--- config.mk ---
export PLATFORM = sky130hd
export DESIGN_NAME = add_and_compare_branch_exec
export DESIGN_NICKNAME = d
export VERILOG_FILES = /design/src/verilog/exec_slice_pkg.sv /design/src/verilog/add_and_compare_branch_exec.sv /design/src/verilog/byte_adder.sv
export SDC_FILE = /design/constraint.sdc
export NUM_CORES = 1
export LEC_CHECK = 0
export BUFFER_PORTS_ARGS = -buffer_cell sky130_fd_sc_hd__buf_2
export CAP_MARGIN = 5
export CORE_ASPECT_RATIO = 0.75
export CORE_UTILIZATION = 50
export DETAILED_ROUTE_END_ITERATION = 7
export PLACE_DENSITY = 0.78
export SETUP_SLACK_MARGIN = 0.1
export SYNTH_ARGS = -nofsm -noshare
export SYNTH_HDL_FRONTEND = slang
export SYNTH_HIERARCHICAL = 1
export SYNTH_SLANG_ARGS = --single-unit
--- constraint.sdc ---
create_clock -name i_ref_clk -period 3.6 [get_ports i_ref_clk]
set_input_delay 0.36 -clock i_ref_clk [delete_from_list [all_inputs] [get_ports i_ref_clk]]
set_output_delay 0.36 -clock i_ref_clk [all_outputs]
set_load 0.01 [all_outputs]
--- src/verilog/exec_slice_pkg.sv ---
package exec_slice_pkg;

    // Opcode classes handled by this slice
    typedef enum logic [3:0] {
        OP_NONE,
        OP_BYTE_SUM,
        OP_BYTE_SUM_CARRY,
        OP_PAGE_JUMP,
        OP_AND_ACC,
        OP_AND_DIRECT,
        OP_AND_BIT,
        OP_AND_NOT_BIT,
        OP_CMP_BRANCH
    } exec_op_t;

    // Source and first-operand modes
    typedef enum logic [1:0] {
        SRC_WORKING_REG,
        SRC_DIRECT,
        SRC_INDIRECT,
        SRC_IMMEDIATE
    } src_mode_t;

    // Widths and field positions
    localparam int BYTE_W        = 8;
    localparam int PTR_W         = 16;
    localparam int PAGE_LOW_W    = 11;
    localparam int HALF_BIT      = 3;
    localparam int SIGN_BIT      = 7;
    localparam int OPC_PAGE_HI   = 7;
    localparam int OPC_PAGE_LO   = 5;
    localparam logic [PTR_W-1:0] JUMP_LEN   = 16'h0002;
    localparam logic [PTR_W-1:0] BRANCH_LEN = 16'h0003;

    // Reset values
    localparam logic [BYTE_W-1:0] ACC_RST = 8'h00;
    localparam logic [PTR_W-1:0]  IP_RST  = 16'h0000;

    // Decoded instruction as handed over by the decoder
    typedef struct packed {
        exec_op_t           op;
        src_mode_t          mode;
        logic [BYTE_W-1:0]  opcode;
        logic [BYTE_W-1:0]  byte2;
        logic [BYTE_W-1:0]  byte3;
    } instr_t;

    // Operand values fetched for the instruction
    typedef struct packed {
        logic [BYTE_W-1:0] reg_val;
        logic [BYTE_W-1:0] direct_val;
        logic [BYTE_W-1:0] direct_latch;
        logic              direct_is_port;
        logic [BYTE_W-1:0] indirect_val;
        logic              bit_val;
    } operands_t;

    // Processor flags
    typedef struct packed {
        logic carry;
        logic half_carry_flag;
        logic signed_overflow_flag;
    } flags_t;

endpackage : exec_slice_pkg

--- src/verilog/add_and_compare_branch_exec.sv ---
`timescale 1ns/1ps
module add_and_compare_branch_exec
    import exec_slice_pkg::*;
(
    // Clock and reset
    input  wire logic                   i_ref_clk,
    input  wire logic                   i_rst_n,
    // Instruction from the decoder
    input  wire logic                   i_valid,
    input  wire instr_t                 i_instr,
    input  wire operands_t              i_opnd,
    // Initial state loads
    input  wire logic                   i_load,
    input  wire logic [BYTE_W-1:0]      i_load_acc,
    input  wire flags_t                 i_load_flags,
    input  wire logic [PTR_W-1:0]       i_load_ip,
    // Architectural state
    output logic      [BYTE_W-1:0]      o_acc,
    output flags_t                      o_flags,
    output logic      [PTR_W-1:0]       o_ip,
    // Direct byte write-back
    output logic                        o_direct_we,
    output logic      [BYTE_W-1:0]      o_direct_addr,
    output logic      [BYTE_W-1:0]      o_direct_data,
    // Executed strobe
    output logic                        o_done
);

    // Combinational result of the current instruction
    logic [BYTE_W-1:0] src_byte;
    logic [BYTE_W-1:0] dir_orig;
    logic [BYTE_W-1:0] cmp_first;
    logic [BYTE_W-1:0] cmp_second;
    logic [BYTE_W-1:0] sum;
    logic              cout;
    logic              half;
    logic              ovf;
    logic              cin;
    logic [BYTE_W-1:0] acc_d;
    flags_t            flags_d;
    logic [PTR_W-1:0]  ip_d;
    logic [PTR_W-1:0]  ip_adv;
    logic              dwe_d;
    logic [BYTE_W-1:0] ddata_d;

    // Source operand selection by addressing mode
    function automatic logic [BYTE_W-1:0] pick_src(input src_mode_t m, input instr_t ins,
                                                   input operands_t o);
        case (m)
            SRC_WORKING_REG: pick_src = o.reg_val;
            SRC_DIRECT:      pick_src = o.direct_val;
            SRC_INDIRECT:    pick_src = o.indirect_val;
            SRC_IMMEDIATE:   pick_src = ins.byte2;
            default:         pick_src = ins.byte2;
        endcase
    endfunction : pick_src

    // Carry-in only for the carry form
    assign cin = (i_instr.op == OP_BYTE_SUM_CARRY) ? o_flags.carry : 1'b0;

    byte_adder #(
        .WIDTH (BYTE_W)
    ) u_adder (
        .i_a    (o_acc),
        .i_b    (src_byte),
        .i_cin  (cin),
        .o_sum  (sum),
        .o_cout (cout),
        .o_half (half),
        .o_ovf  (ovf)
    );

    // Operand, result and flag computation
    always_comb begin
        src_byte   = pick_src(i_instr.mode, i_instr, i_opnd);
        // Port targets read back the output latch
        dir_orig   = i_opnd.direct_is_port ? i_opnd.direct_latch : i_opnd.direct_val;
        cmp_first  = o_acc;
        cmp_second = i_instr.byte2;
        acc_d      = o_acc;
        flags_d    = o_flags;
        ip_d       = o_ip;
        ip_adv     = o_ip;
        dwe_d      = 1'b0;
        ddata_d    = 8'h00;
        case (i_instr.op)
            OP_BYTE_SUM, OP_BYTE_SUM_CARRY: begin
                acc_d                        = sum;
                flags_d.carry                = cout;
                flags_d.half_carry_flag      = half;
                flags_d.signed_overflow_flag = ovf;
            end
            OP_PAGE_JUMP: begin
                ip_adv = o_ip + JUMP_LEN;
                ip_d   = {ip_adv[PTR_W-1:PAGE_LOW_W],
                          i_instr.opcode[OPC_PAGE_HI:OPC_PAGE_LO], i_instr.byte2};
            end
            OP_AND_ACC: begin
                acc_d = o_acc & src_byte;
            end
            OP_AND_DIRECT: begin
                // Mode immediate masks with byte3, otherwise with the accumulator
                dwe_d   = 1'b1;
                ddata_d = dir_orig & ((i_instr.mode == SRC_IMMEDIATE) ? i_instr.byte3
                                                                      : o_acc);
            end
            OP_AND_BIT: begin
                flags_d.carry = o_flags.carry & i_opnd.bit_val;
            end
            OP_AND_NOT_BIT: begin
                flags_d.carry = o_flags.carry & ~i_opnd.bit_val;
            end
            OP_CMP_BRANCH: begin
                // Direct or immediate against the accumulator, else reg/indirect vs imm
                case (i_instr.mode)
                    SRC_DIRECT: begin
                        cmp_first  = o_acc;
                        cmp_second = i_opnd.direct_val;
                    end
                    SRC_IMMEDIATE: begin
                        cmp_first  = o_acc;
                        cmp_second = i_instr.byte2;
                    end
                    SRC_INDIRECT: begin
                        cmp_first  = i_opnd.indirect_val;
                        cmp_second = i_instr.byte2;
                    end
                    default: begin
                        cmp_first  = i_opnd.reg_val;
                        cmp_second = i_instr.byte2;
                    end
                endcase
                ip_adv        = o_ip + BRANCH_LEN;
                ip_d          = (cmp_first != cmp_second)
                              ? ip_adv + {{(PTR_W-BYTE_W){i_instr.byte3[SIGN_BIT]}}, i_instr.byte3}
                              : ip_adv;
                flags_d.carry = (cmp_first < cmp_second);
            end
            default: begin
                acc_d = o_acc;
            end
        endcase
    end

    // Accumulator, flags and pointer
    always_ff @(posedge i_ref_clk) begin
        if (!i_rst_n) begin
            o_acc   <= ACC_RST;
            o_flags <= '0;
            o_ip    <= IP_RST;
        end else if (i_load) begin
            o_acc   <= i_load_acc;
            o_flags <= i_load_flags;
            o_ip    <= i_load_ip;
        end else if (i_valid) begin
            o_acc   <= acc_d;
            o_flags <= flags_d;
            o_ip    <= ip_d;
        end
    end

    // Direct write-back and done strobe, one cycle per instruction
    always_ff @(posedge i_ref_clk) begin
        if (!i_rst_n) begin
            o_direct_we   <= 1'b0;
            o_direct_addr <= 8'h00;
            o_direct_data <= 8'h00;
            o_done        <= 1'b0;
        end else begin
            o_direct_we   <= i_valid && !i_load && dwe_d;
            o_direct_addr <= i_instr.byte2;
            o_direct_data <= ddata_d;
            o_done        <= i_valid && !i_load;
        end
    end

    // Assertions
    property p_add_flags;
        @(posedge i_ref_clk) disable iff (!i_rst_n)
        (i_valid && !i_load && i_instr.op == OP_BYTE_SUM)
        |=> o_acc == $past(o_acc + src_byte)
            && o_flags.carry == $past(({1'b0, o_acc} + {1'b0, src_byte}) > 9'h0ff);
    endproperty
    a_add_flags: assert property (p_add_flags) else $error("add result wrong");

    property p_ovf;
        @(posedge i_ref_clk) disable iff (!i_rst_n)
        (i_valid && !i_load && i_instr.op == OP_BYTE_SUM)
        |=> o_flags.signed_overflow_flag == $past((o_acc[7] == src_byte[7])
                                                   && (sum[7] != o_acc[7]));
    endproperty
    a_ovf: assert property (p_ovf) else $error("overflow flag wrong");

    property p_byte_sum_carry_op;
        @(posedge i_ref_clk) disable iff (!i_rst_n)
        (i_valid && !i_load && i_instr.op == OP_BYTE_SUM_CARRY)
        |=> o_acc == $past(o_acc + src_byte + {7'h00, o_flags.carry});
    endproperty
    a_byte_sum_carry_op: assert property (p_byte_sum_carry_op) else $error("add with carry wrong");

    property p_done;
        @(posedge i_ref_clk) disable iff (!i_rst_n)
        (i_valid && !i_load) |=> o_done;
    endproperty
    a_done: assert property (p_done) else $error("done missing");

    property p_jump;
        @(posedge i_ref_clk) disable iff (!i_rst_n)
        (i_valid && !i_load && i_instr.op == OP_PAGE_JUMP)
        |=> o_ip[7:0] == $past(i_instr.byte2) && o_ip[10:8] == $past(i_instr.opcode[7:5]);
    endproperty
    a_jump: assert property (p_jump) else $error("page jump target wrong");

    property p_and_flags;
        @(posedge i_ref_clk) disable iff (!i_rst_n)
        (i_valid && !i_load && (i_instr.op == OP_AND_ACC || i_instr.op == OP_AND_DIRECT))
        |=> $stable(o_flags);
    endproperty
    a_and_flags: assert property (p_and_flags) else $error("AND changed flags");

    property p_and_bit;
        @(posedge i_ref_clk) disable iff (!i_rst_n)
        (i_valid && !i_load && i_instr.op == OP_AND_BIT && !i_opnd.bit_val)
        |=> !o_flags.carry && $stable(o_flags.half_carry_flag);
    endproperty
    a_and_bit: assert property (p_and_bit) else $error("bit AND carry wrong");

    property p_and_not_bit;
        @(posedge i_ref_clk) disable iff (!i_rst_n)
        (i_valid && !i_load && i_instr.op == OP_AND_NOT_BIT && i_opnd.bit_val)
        |=> !o_flags.carry && $stable(o_flags.half_carry_flag)
            && $stable(o_flags.signed_overflow_flag) && $stable(o_acc);
    endproperty
    a_and_not_bit: assert property (p_and_not_bit) else $error("inverted bit AND wrong");

    property p_port_latch;
        @(posedge i_ref_clk) disable iff (!i_rst_n)
        (i_valid && !i_load && i_instr.op == OP_AND_DIRECT && i_opnd.direct_is_port
         && i_instr.mode == SRC_IMMEDIATE)
        |=> o_direct_we && o_direct_data == $past(i_opnd.direct_latch & i_instr.byte3);
    endproperty
    a_port_latch: assert property (p_port_latch) else $error("port AND read the pins");

    property p_cmp;
        @(posedge i_ref_clk) disable iff (!i_rst_n)
        (i_valid && !i_load && i_instr.op == OP_CMP_BRANCH)
        |=> o_flags.carry == $past(cmp_first < cmp_second) && $stable(o_acc);
    endproperty
    a_cmp: assert property (p_cmp) else $error("compare carry wrong");

    property p_cmp_eq;
        @(posedge i_ref_clk) disable iff (!i_rst_n)
        (i_valid && !i_load && i_instr.op == OP_CMP_BRANCH && cmp_first == cmp_second)
        |=> o_ip == $past(o_ip) + 16'h0003;
    endproperty
    a_cmp_eq: assert property (p_cmp_eq) else $error("equal branch taken");

endmodule : add_and_compare_branch_exec

--- src/verilog/byte_adder.sv ---
`timescale 1ns/1ps
// Byte adder with the three addition flags
module byte_adder
    import exec_slice_pkg::*;
#(
    parameter int WIDTH = BYTE_W
) (
    // Operands
    input  wire logic [WIDTH-1:0] i_a,
    input  wire logic [WIDTH-1:0] i_b,
    input  wire logic             i_cin,
    // Results
    output logic      [WIDTH-1:0] o_sum,
    output logic                  o_cout,
    output logic                  o_half,
    output logic                  o_ovf
);
    // Carries are tapped at fixed bit positions, so only the byte width is served
    if (WIDTH != BYTE_W) begin : g_width_check
        $error("byte_adder: WIDTH must be %0d", BYTE_W);
    end

    logic [4:0] low_sum;
    logic [7:0] low7_sum;
    logic [8:0] full_sum;

    // Partial sums expose carries out of bits 3 and 6
    always_comb begin
        low_sum  = {1'b0, i_a[3:0]} + {1'b0, i_b[3:0]} + {4'h0, i_cin};
        low7_sum = {1'b0, i_a[6:0]} + {1'b0, i_b[6:0]} + {7'h00, i_cin};
        full_sum = {1'b0, i_a} + {1'b0, i_b} + {8'h00, i_cin};
        o_sum    = full_sum[7:0];
        o_cout   = full_sum[8];
        o_half   = low_sum[4];
        o_ovf    = low7_sum[7] ^ full_sum[8];
    end
endmodule : byte_adder

# Word-level counts from Yosys, hierarchy flattened
# Index checks and enable logic that the tools add are counted.
[totals]
regBits = 45
input_bits = 95
[classes]
n_addsub = 9
magnitude_cmp = 1
eq_ne = 12
muxes = 20
bitwise_logic = 6
n_reduce_logical = 16
[op_table]
columns = ["cell", "n"]
rows = [
  ["8-bit two-way mux", 7],
  ["16-bit two-way mux", 3],
  ["16-bit by 2-bit adder with 16-bit output (second input constant)", 2],
  ["16-bit one-hot mux with 2 select lines", 1],
  ["8-bit one-hot mux with 2 select lines", 2],
  ["8-bit one-hot mux with 4 select lines", 1],
  ["16-bit adder", 1],
  ["8-bit bitwise AND", 2],
  ["4-bit by 3-bit equality test with 1-bit output (second input constant)", 4],
  ["2-bit AND reduction", 5],
  ["8-bit by 8-bit adder with 9-bit output", 1],
  ["9-bit by 1-bit adder with 9-bit output", 1],
  ["7-bit by 7-bit adder with 8-bit output", 1],
  ["8-bit by 1-bit adder with 8-bit output", 1],
  ["4-bit by 2-bit equality test with 1-bit output (second input constant)", 2],
  ["8-bit < comparator", 1],
  ["8-bit inequality test", 1],
  ["3-bit two-way mux", 2],
  ["3-bit nonzero test", 2],
  ["4-bit by 4-bit adder with 5-bit output", 1],
  ["5-bit by 1-bit adder with 5-bit output", 1],
  ["5-bit nonzero test", 1],
  ["2-bit equality test (second input constant)", 2],
  ["4-bit by 1-bit equality test with 1-bit output (second input constant)", 1],
  ["other kinds (13)", 18],
]

# Logic depth before layout (Yosys ltp)
# Gate-level depths: netlist (run 1).
[logic_depth]
word_depth = 9
depth_mapped = 15

# Modules after synthesis
# Netlist (run 1), hierarchy kept.
[modules_own_cells]
columns = ["module", "n_inst", "cells_per_inst", "area_each_um2", "seq_area_each_um2"]
rows = [
  ["add_and_compare_branch_exec", 1, 542, 4174.0, 900.9],
  ["byte_adder", 1, 48, 361.6, 0.0],
]

# Worst setup path before layout (run 1)
# OpenSTA, ideal clock, no wires.
[synth_path]
path_type = "input to register"
startpoint = "input port i_instr[24] in the netlist's numbering"
endpoint = "register o_ip[11]"
t_arrival_ns = 3.157
required_ns = 3.526
setup_slack_ns = 0.369
path_stages = 14
path_cell_list = "clkbuf_1 -> buf_2 -> nor2b_1 -> clkbuf_1 -> mux2_2 -> ha_1 -> nand4_1 -> or2_2 -> buf_2 -> buf_2 -> buf_1 -> nor4_1 -> a21oi_1 -> a31oi_1"
[synth_via]
elab_chain_cells = 9
word_cells_on_any_way = 13
classes_between = "4 x eq/ne; 8 x mux; 1 x reduce/logical"
[synth_rtl]
columns = ["item", "line_no", "source"]
rows = [
  ["start, declared", "add_and_compare_branch_exec.sv:10", "input wire instr_t i_instr,"],
  ["2-bit equality test or 2-bit by 1-bit equality test with 1-bit output (tied branches)", "add_and_compare_branch_exec.sv:115", "case (i_instr.mode)"],
  ["2-bit OR reduction (no source line)", "-", ""],
  ["8-bit one-hot mux with 2 select lines", "add_and_compare_branch_exec.sv:115", ""],
  ["8-bit two-way mux", "add_and_compare_branch_exec.sv:86", "case (i_instr.op)"],
  ["8-bit inequality test *", "add_and_compare_branch_exec.sv:134", "ip_d = (cmp_first != cmp_second)"],
  ["16-bit two-way mux *", "add_and_compare_branch_exec.sv:135", "? ip_adv + {{(PTR_W-BYTE_W){i_instr.byte3[SIGN_BIT]}}, i_instr.byte3}"],
  ["16-bit one-hot mux with 2 select lines *", "add_and_compare_branch_exec.sv:86", ""],
  ["16-bit two-way mux *", "add_and_compare_branch_exec.sv:155", "end else if (i_valid) begin"],
  ["16-bit two-way mux *", "add_and_compare_branch_exec.sv:151", "end else if (i_load) begin"],
  ["end signal, assigned", "add_and_compare_branch_exec.sv:154", "o_ip <= i_load_ip;"],
  ["end signal, assigned", "add_and_compare_branch_exec.sv:158", "o_ip <= ip_d;"],
  ["end, declared", "add_and_compare_branch_exec.sv:20", "output logic [PTR_W-1:0] o_ip,"],
]
# Mark *: on every way between the ends. The rest lies on a longest branch, timed or not. The select of a mux whose other input is x is not followed.
# A chain may end at the register's enable or synchronous reset.

# Worst setup path in the final report (run 1)
[layout_path]
startpoint = "register o_ip[1]"
endpoint = "register o_ip[15]"
[layout_via]
elab_chain_cells = 6
word_cells_on_any_way = 7
classes_between = "3 x add/sub; 4 x mux"
[layout_rtl]
columns = ["item", "line_no", "source"]
rows = [
  ["16-bit by 2-bit adder with 16-bit output", "add_and_compare_branch_exec.sv:133", "ip_adv = o_ip + BRANCH_LEN;"],
  ["16-bit adder", "add_and_compare_branch_exec.sv:135", ""],
  ["16-bit two-way mux", "add_and_compare_branch_exec.sv:135", ""],
  ["16-bit one-hot mux with 2 select lines *", "add_and_compare_branch_exec.sv:86", ""],
  ["16-bit two-way mux *", "add_and_compare_branch_exec.sv:155", ""],
  ["16-bit two-way mux *", "add_and_compare_branch_exec.sv:151", ""],
]
# Marks and branches as above.

==> results.tsv, run 1 <==
metric	value	unit
post-synthesis sequential area ratio	19.9	%
CTS root buf	clkbuf_16	
initial antenna violation count	0	
Final Util	63.2	%
GR Util All Layers	31.7	%
R2R Setup Slk	0.33	ns
cell taking the most area after synthesis	dfxtp_1	
gate count after technology mapping	590	
RePlAce Congestion	0.923	
mapped cell area	0.00454	mm2
H-tree Lvls	2	
CP delay by family, top	compound AO/OA/AOI/OAI gates	
Final Hold Slack	0.312	ns
share of the synthesized area in the top cell type	19.9	%
Buf+Inv Stages, Crit Path	2	
Cell variety after synth	74	
average cell area after synthesis	7.69	um2
VDD IR max	0.000192	V
core area	0.00864	mm2
remaining antenna violation count	0	
setup repair after global routing missed its margin	true	
Remaining DRCs	9	
required time of the critical path	3.81	ns
Tcrit/Tclk final	90.9	%
DR iter-0 viols	458	
Max Root-Sink Buffers	2	
fin cells	822	
die height	84.5	um
area taken by multi-input logic gates	0.00341	mm2
port bufs	134	
Fmax	0.305	GHz
pwr/cell area	317	mW/mm2
# fillers	782	
WL/cell	18.3	um
WS Path Type	reg -> reg	
Async S/R FF share, synth	0	%
initial core utilization	52.5	%
largest net degree at the start of global routing	40	
Clock Skew	0.00351	ns
slowest CP cell	o41ai_1	
final max-slew violation count	0	
power consumption	1.73	mW
CP peak stage delay	0.48	ns
clk_lat worst skew	0.29	ns
antenna diode count	0	
CP startpoint kind	register	
cells along the critical path	inv_1 -> ha_1 -> and3b_1 -> buf_4 -> xor2_1 -> ha_1 -> nand2_1 -> nor3_2 -> o41ai_4 -> o41ai_1 -> xor2_1 -> a21oi_1 -> o32ai_2	
wirelength, routed	15000	um
Sink Count	45	
Via Count	5044	
post-synthesis to final-layout area growth	20.4	%
CTS Buf Count	5	
Setup crit end kind	register	
GR Overflow Total	0	
Post-CTS Repair Setup Buffers	0	
synth top area cells	dfxtp_1 (20%), ha_1 (9.4%), a21oi_1 (7.4%), mux2i_1 (6.0%), o21ai_0 (4.0%)	
endpoints failing setup	0	
Post-synth EDFFs	0	
Top FF cell, synth	dfxtp_1	
largest fanout on the critical path	7	
number of global-route vias before repair	4663	
syn nets	722	
cell count after placement	814	
most frequent cells in the layout	buf_2 (134), a21oi_1 (66), nor2_1 (48)	
CTS tree	yes	
Clock transition at path regs	0.07	ns
commonest non-fill, non-tap cell in the layout	buf_2	
Avg Vias per Cell	6.14	
Hold Fails Final Rpt	0	
Reg area	901	um2
share of cells above drive strength 1	24.6	%
# nets final	845	
IO Pins	140	
first-pass iteration count of the detailed router	7	
HP Class	in -> reg	
minimum clock period	3.27	ns
leakage	2.56	nW
die area	0.00946	mm2
first-pass GRT wire length	23900	um
setup_tns	0	ns
Die W	112	um
Least-Margin Pin Slew	0.925	ns
max_slew headroom	38.1	%
crit path DAT	3.48	ns
Yosys warning count	6	
outcome	finished with violations	
HPWL after DPL	11700	um
MaxCap Viol Count	0	
failing checks	DRC	
Synth Register Bits	45	
row count	29	
==> routing by layer <==
| metal | part of all wire (%) | global-route usage [%] | vias to the layer above |
|---|---|---|---|
| met1 | 47 | 47.1 | 2320 |
| met4 | 1.5 | 9.21 | 0 |
| met2 | 41 | 46.2 | 268 |
| li1 | - | - | 2436 |
| met3 | 9.8 | 5.78 | 20 |
| met5 | 0 | 0 | - |
==> cell usage after synthesis, types with 13 or more instances <==
| cell | number |
|---|---|
| a211oi_1 | 16 |
| a21oi_1 | 67 |
| and2_1 | 17 |
| clkbuf_1 | 14 |
| dfxtp_1 | 45 |
| ha_1 | 34 |
| inv_1 | 23 |
| mux2i_1 | 27 |
| nand2_1 | 38 |
| nand3_1 | 19 |
| nor2_1 | 48 |
| o21ai_0 | 36 |
| xnor2_1 | 19 |
| xor2_1 | 13 |
==> what timing repair did <==
action	in CTS	in global routing
hold buffers	0	0
setup endpoints to repair	0	2
gates resized for setup	0	2
==> logic make-up (layout without fill, tap and decap cells) <==
| family | Yosys count | after routing | share of synthesized area (%) |
|---|---|---|---|
| DFF | 45 | 45 | 19.9 |
| muxes | 28 | 28 | 6.21 |
| adders and majority gates | 37 | 37 | 10.7 |
| and+or+nand+nor | 183 | 183 | 21.6 |
| xor gates and xnor gates | 32 | 32 | 6.18 |
| buffers and inverters | 56 | 180 | 5.32 |
| AOI/OAI and AO/OA | 209 | 209 | 30.2 |
==> state kept, by name, summed over array words and instances (netlist names) <==
register	count
o_direct_we	1
o_direct_addr	8
o_done	1
o_acc	8
o_flags	3
o_direct_data	8
o_ip	16
==> worst paths after layout <==
kind,from,to,cells after the start
worst max register to register,o_ip[1]$_SDFFE_PN0P_,o_ip[15]$_SDFFE_PN0P_,13
worst min register to register,o_flags[0]$_SDFFE_PN0P_,o_flags[0]$_SDFFE_PN0P_,2
worst min-delay path,i_load_flags[2],o_flags[2]$_SDFFE_PN0P_,3
worst max-delay path,o_ip[1]$_SDFFE_PN0P_,o_ip[15]$_SDFFE_PN0P_,13
==> power by group <==
part	switching, mW	total, mW	internal (mW)
registers	0.0344	0.563	0.529
logic	0.396	0.688	0.292
clock network	0.222	0.480	0.258
==> worst reg2reg max path: stages, from the launching register on <==
cell and delay, ns:
dfxtp_1 0.44, inv_1 0.07, ha_1 0.20, and3b_1 0.24
buf_4 0.14, xor2_1 0.24, ha_1 0.24, nand2_1 0.10
nor3_2 0.32, o41ai_4 0.16, o41ai_1 0.48, xor2_1 0.22
a21oi_1 0.10, o32ai_2 0.25
==> through the flow <==
step | setup WS [ns] | instance area [um2]
final | 0.326 | 5460
after global routing | 0.0666 | 5460
after CTS | 0.300 | 5450
after detailed placement | 0.320 | 5300
after global placement | 0.402 | 5300
after floorplan | 0.369 | 4540
==> final cells by class <==
type	instances	share of cell area (%)
tap	108	2.47
inverter	23	1.58
multi-input combinational	489	62.4
sequential	45	16.5
clock inverter	3	0.412
clock buffer	5	2.29
timing repair buffer	149	14.3
(Power assumes the default switching activity.)
==> run 2: changes to the inputs <==
--- a/config.mk
+++ b/config.mk
@@ -7,10 +7,12 @@
 export LEC_CHECK = 0
 export BUFFER_PORTS_ARGS = -buffer_cell sky130_fd_sc_hd__buf_2
 export CAP_MARGIN = 5
+export CELL_PAD_IN_SITES_DETAIL_PLACEMENT = 1
+export CELL_PAD_IN_SITES_GLOBAL_PLACEMENT = 1
 export CORE_ASPECT_RATIO = 0.75
-export CORE_UTILIZATION = 50
+export CORE_UTILIZATION = 38
 export DETAILED_ROUTE_END_ITERATION = 7
-export PLACE_DENSITY = 0.78
+export PLACE_DENSITY_LB_ADDON = 0.1
 export SETUP_SLACK_MARGIN = 0.1
 export SYNTH_ARGS = -nofsm -noshare
 export SYNTH_HDL_FRONTEND = slang
==> results.tsv, run 2 (same netlist as run 1, synthesis figures left out) <==
metric	value	unit
outcome	finished clean	
power consumption	1.82	mW
Remaining DRCs	0	
Reg area	902	um2
fin cells	881	
die height	96.6	um
antenna diode count	0	
WHS Endpoint	o_flags[2]$_SDFFE_PN0P_	
commonest non-fill, non-tap cell in the layout	buf_2	
MaxCap Viol Count	0	
max_slew headroom	32.2	%
HP Class	in -> reg	
dpl ws	0.193	ns
power share of the clock group	29.7	%
wirelength, routed	17600	um
crit path DAT	3.43	ns
setup_tns	0	ns
Via Count	5104	
DR iter-0 viols	285	
CTS Buf Count	5	
Tcrit/Tclk final	89.5	%
final max-slew violation count	0	
Die W	128	um
# fillers	1499	
leakage	2.61	nW
core area	0.0116	mm2
first-pass GRT wire length	27700	um
setup repair after global routing missed its margin	false	
required time of the critical path	3.81	ns
HPWL after DPL	14100	um
Final Hold Slack	0.318	ns
remaining antenna violation count	0	
r2r startpoint	o_ip[5]$_SDFFE_PN0P_	
R2R Path End	o_ip[15]$_SDFFE_PN0P_	
Fmax	0.310	GHz
Finished Cell Area	0.00560	mm2
Sink Count	45	
largest net degree at the start of global routing	40	
Hold Fails Final Rpt	0	
Seq pwr share	31.1	%
first-pass iteration count of the detailed router	4	
share of cells above drive strength 1	26.0	%
Final Util	48.2	%
Clock transition at path regs	0.07	ns
Hold Path Origin	i_load_flags[2]	
Net Sw Power	0.667	mW
Post-DP Area	0.00540	mm2
largest fanout on the critical path	7	
GR Overflow Total	0	
Hold Buf Count CTS	0	
RePlAce Congestion	0.861	
Comb power frac	39.2	%
Max Root-Sink Buffers	2	
row count	34	
post-route setup slack	0.378	ns
IO Pins	140	
WS Path Type	reg -> reg	
die area	0.0124	mm2
endpoints failing setup	0	
Largest register FFs	16	
internal power	1.15	mW
pwr/cell area	324	mW/mm2
most frequent cells in the layout	buf_2 (134), a21oi_1 (66), nor2_1 (47)	
CP startpoint kind	register	
Least-Margin Pin Slew	1.01	ns
Top reg by flops	o_ip	
CTS root buf	clkbuf_16	
cell count after placement	873	
WL/cell	20.0	um
Clock Skew	0.00659	ns
GR Util All Layers	28.9	%
switching share of total power	36.7	%
area taken by multi-input logic gates	0.00342	mm2
clk_lat worst skew	0.30	ns
hold path cells	3	
number of global-route vias before repair	4985	
H-tree Lvls	2	
Avg Vias per Cell	5.79	
initial antenna violation count	0	
initial core utilization	39.1	%
VDD IR max	0.000176	V
R2R depth	13	
post-synthesis to final-layout area growth	23.5	%
Setup crit end kind	register	
minimum clock period	3.22	ns
port bufs	134	
CTS tree	yes	
R2R Setup Slk	0.38	ns
# nets final	851	
[run 2: how the worst max path moves through the flow]
stage                         startpoint  slack, ns                      end
floorplan                    i_instr[24]       0.37    o_ip[11]$_SDFFE_PN0P_
global placement             i_instr[25]       0.35  o_flags[0]$_SDFFE_PN0P_
detailed placement  o_ip[1]$_SDFFE_PN0P_       0.19    o_ip[15]$_SDFFE_PN0P_
CTS                 o_ip[1]$_SDFFE_PN0P_       0.17    o_ip[15]$_SDFFE_PN0P_
global route        o_ip[1]$_SDFFE_PN0P_       0.14    o_ip[15]$_SDFFE_PN0P_
finish              o_ip[5]$_SDFFE_PN0P_       0.38    o_ip[15]$_SDFFE_PN0P_
[run 2: area by class of cell]
class                           count  share of cell area, %
Clock buffer                        5                   2.23
Clock inverter                      2                  0.625
Inverter                           23                   1.54
Multi-Input combinational cell    489                   61.1
Sequential cell                    45                   16.1
Tap cell                          162                   3.62
Timing Repair Buffer              155                   14.8
[run 2: critical path: stages, from the launching register on]
cell and delay (ns):
dfxtp_1 0.49, nand3_1 0.23, or2_2 0.38, nor2_4 0.15, nand3_1 0.14, xnor2_2 0.22, ha_1 0.32, nand2_1 0.15
nor2_1 0.06, a211oi_1 0.27, o41ai_2 0.14, xor2_1 0.17, and3_1 0.22, o32ai_2 0.20
[run 2: what timing repair did]
item                       in CTS  in global routing
setup buffers                   0                  1
resized for setup               0                  7
setup endpoints to repair       0                  1
[run 2: layer usage]
metal  GRT usage, %  share of wire (%)  up-vias
met5              0                  0        -
met4           3.98                1.0        0
met3           3.10                6.3       15
met2           43.9                 42      157
met1           44.2                 50     2484
li1               -                  -     2448
[run 2: power by group through the flow]
stage / registers, mW / clock network, mW / logic, mW
floorplan: 0.582 / 0 / 0.446
global placement: 0.573 / 0 / 0.670
detailed placement: 0.575 / 0 / 0.697
CTS: 0.564 / 0.545 / 0.703
global route: 0.569 / 0.572 / 0.783
finish: 0.566 / 0.539 / 0.712
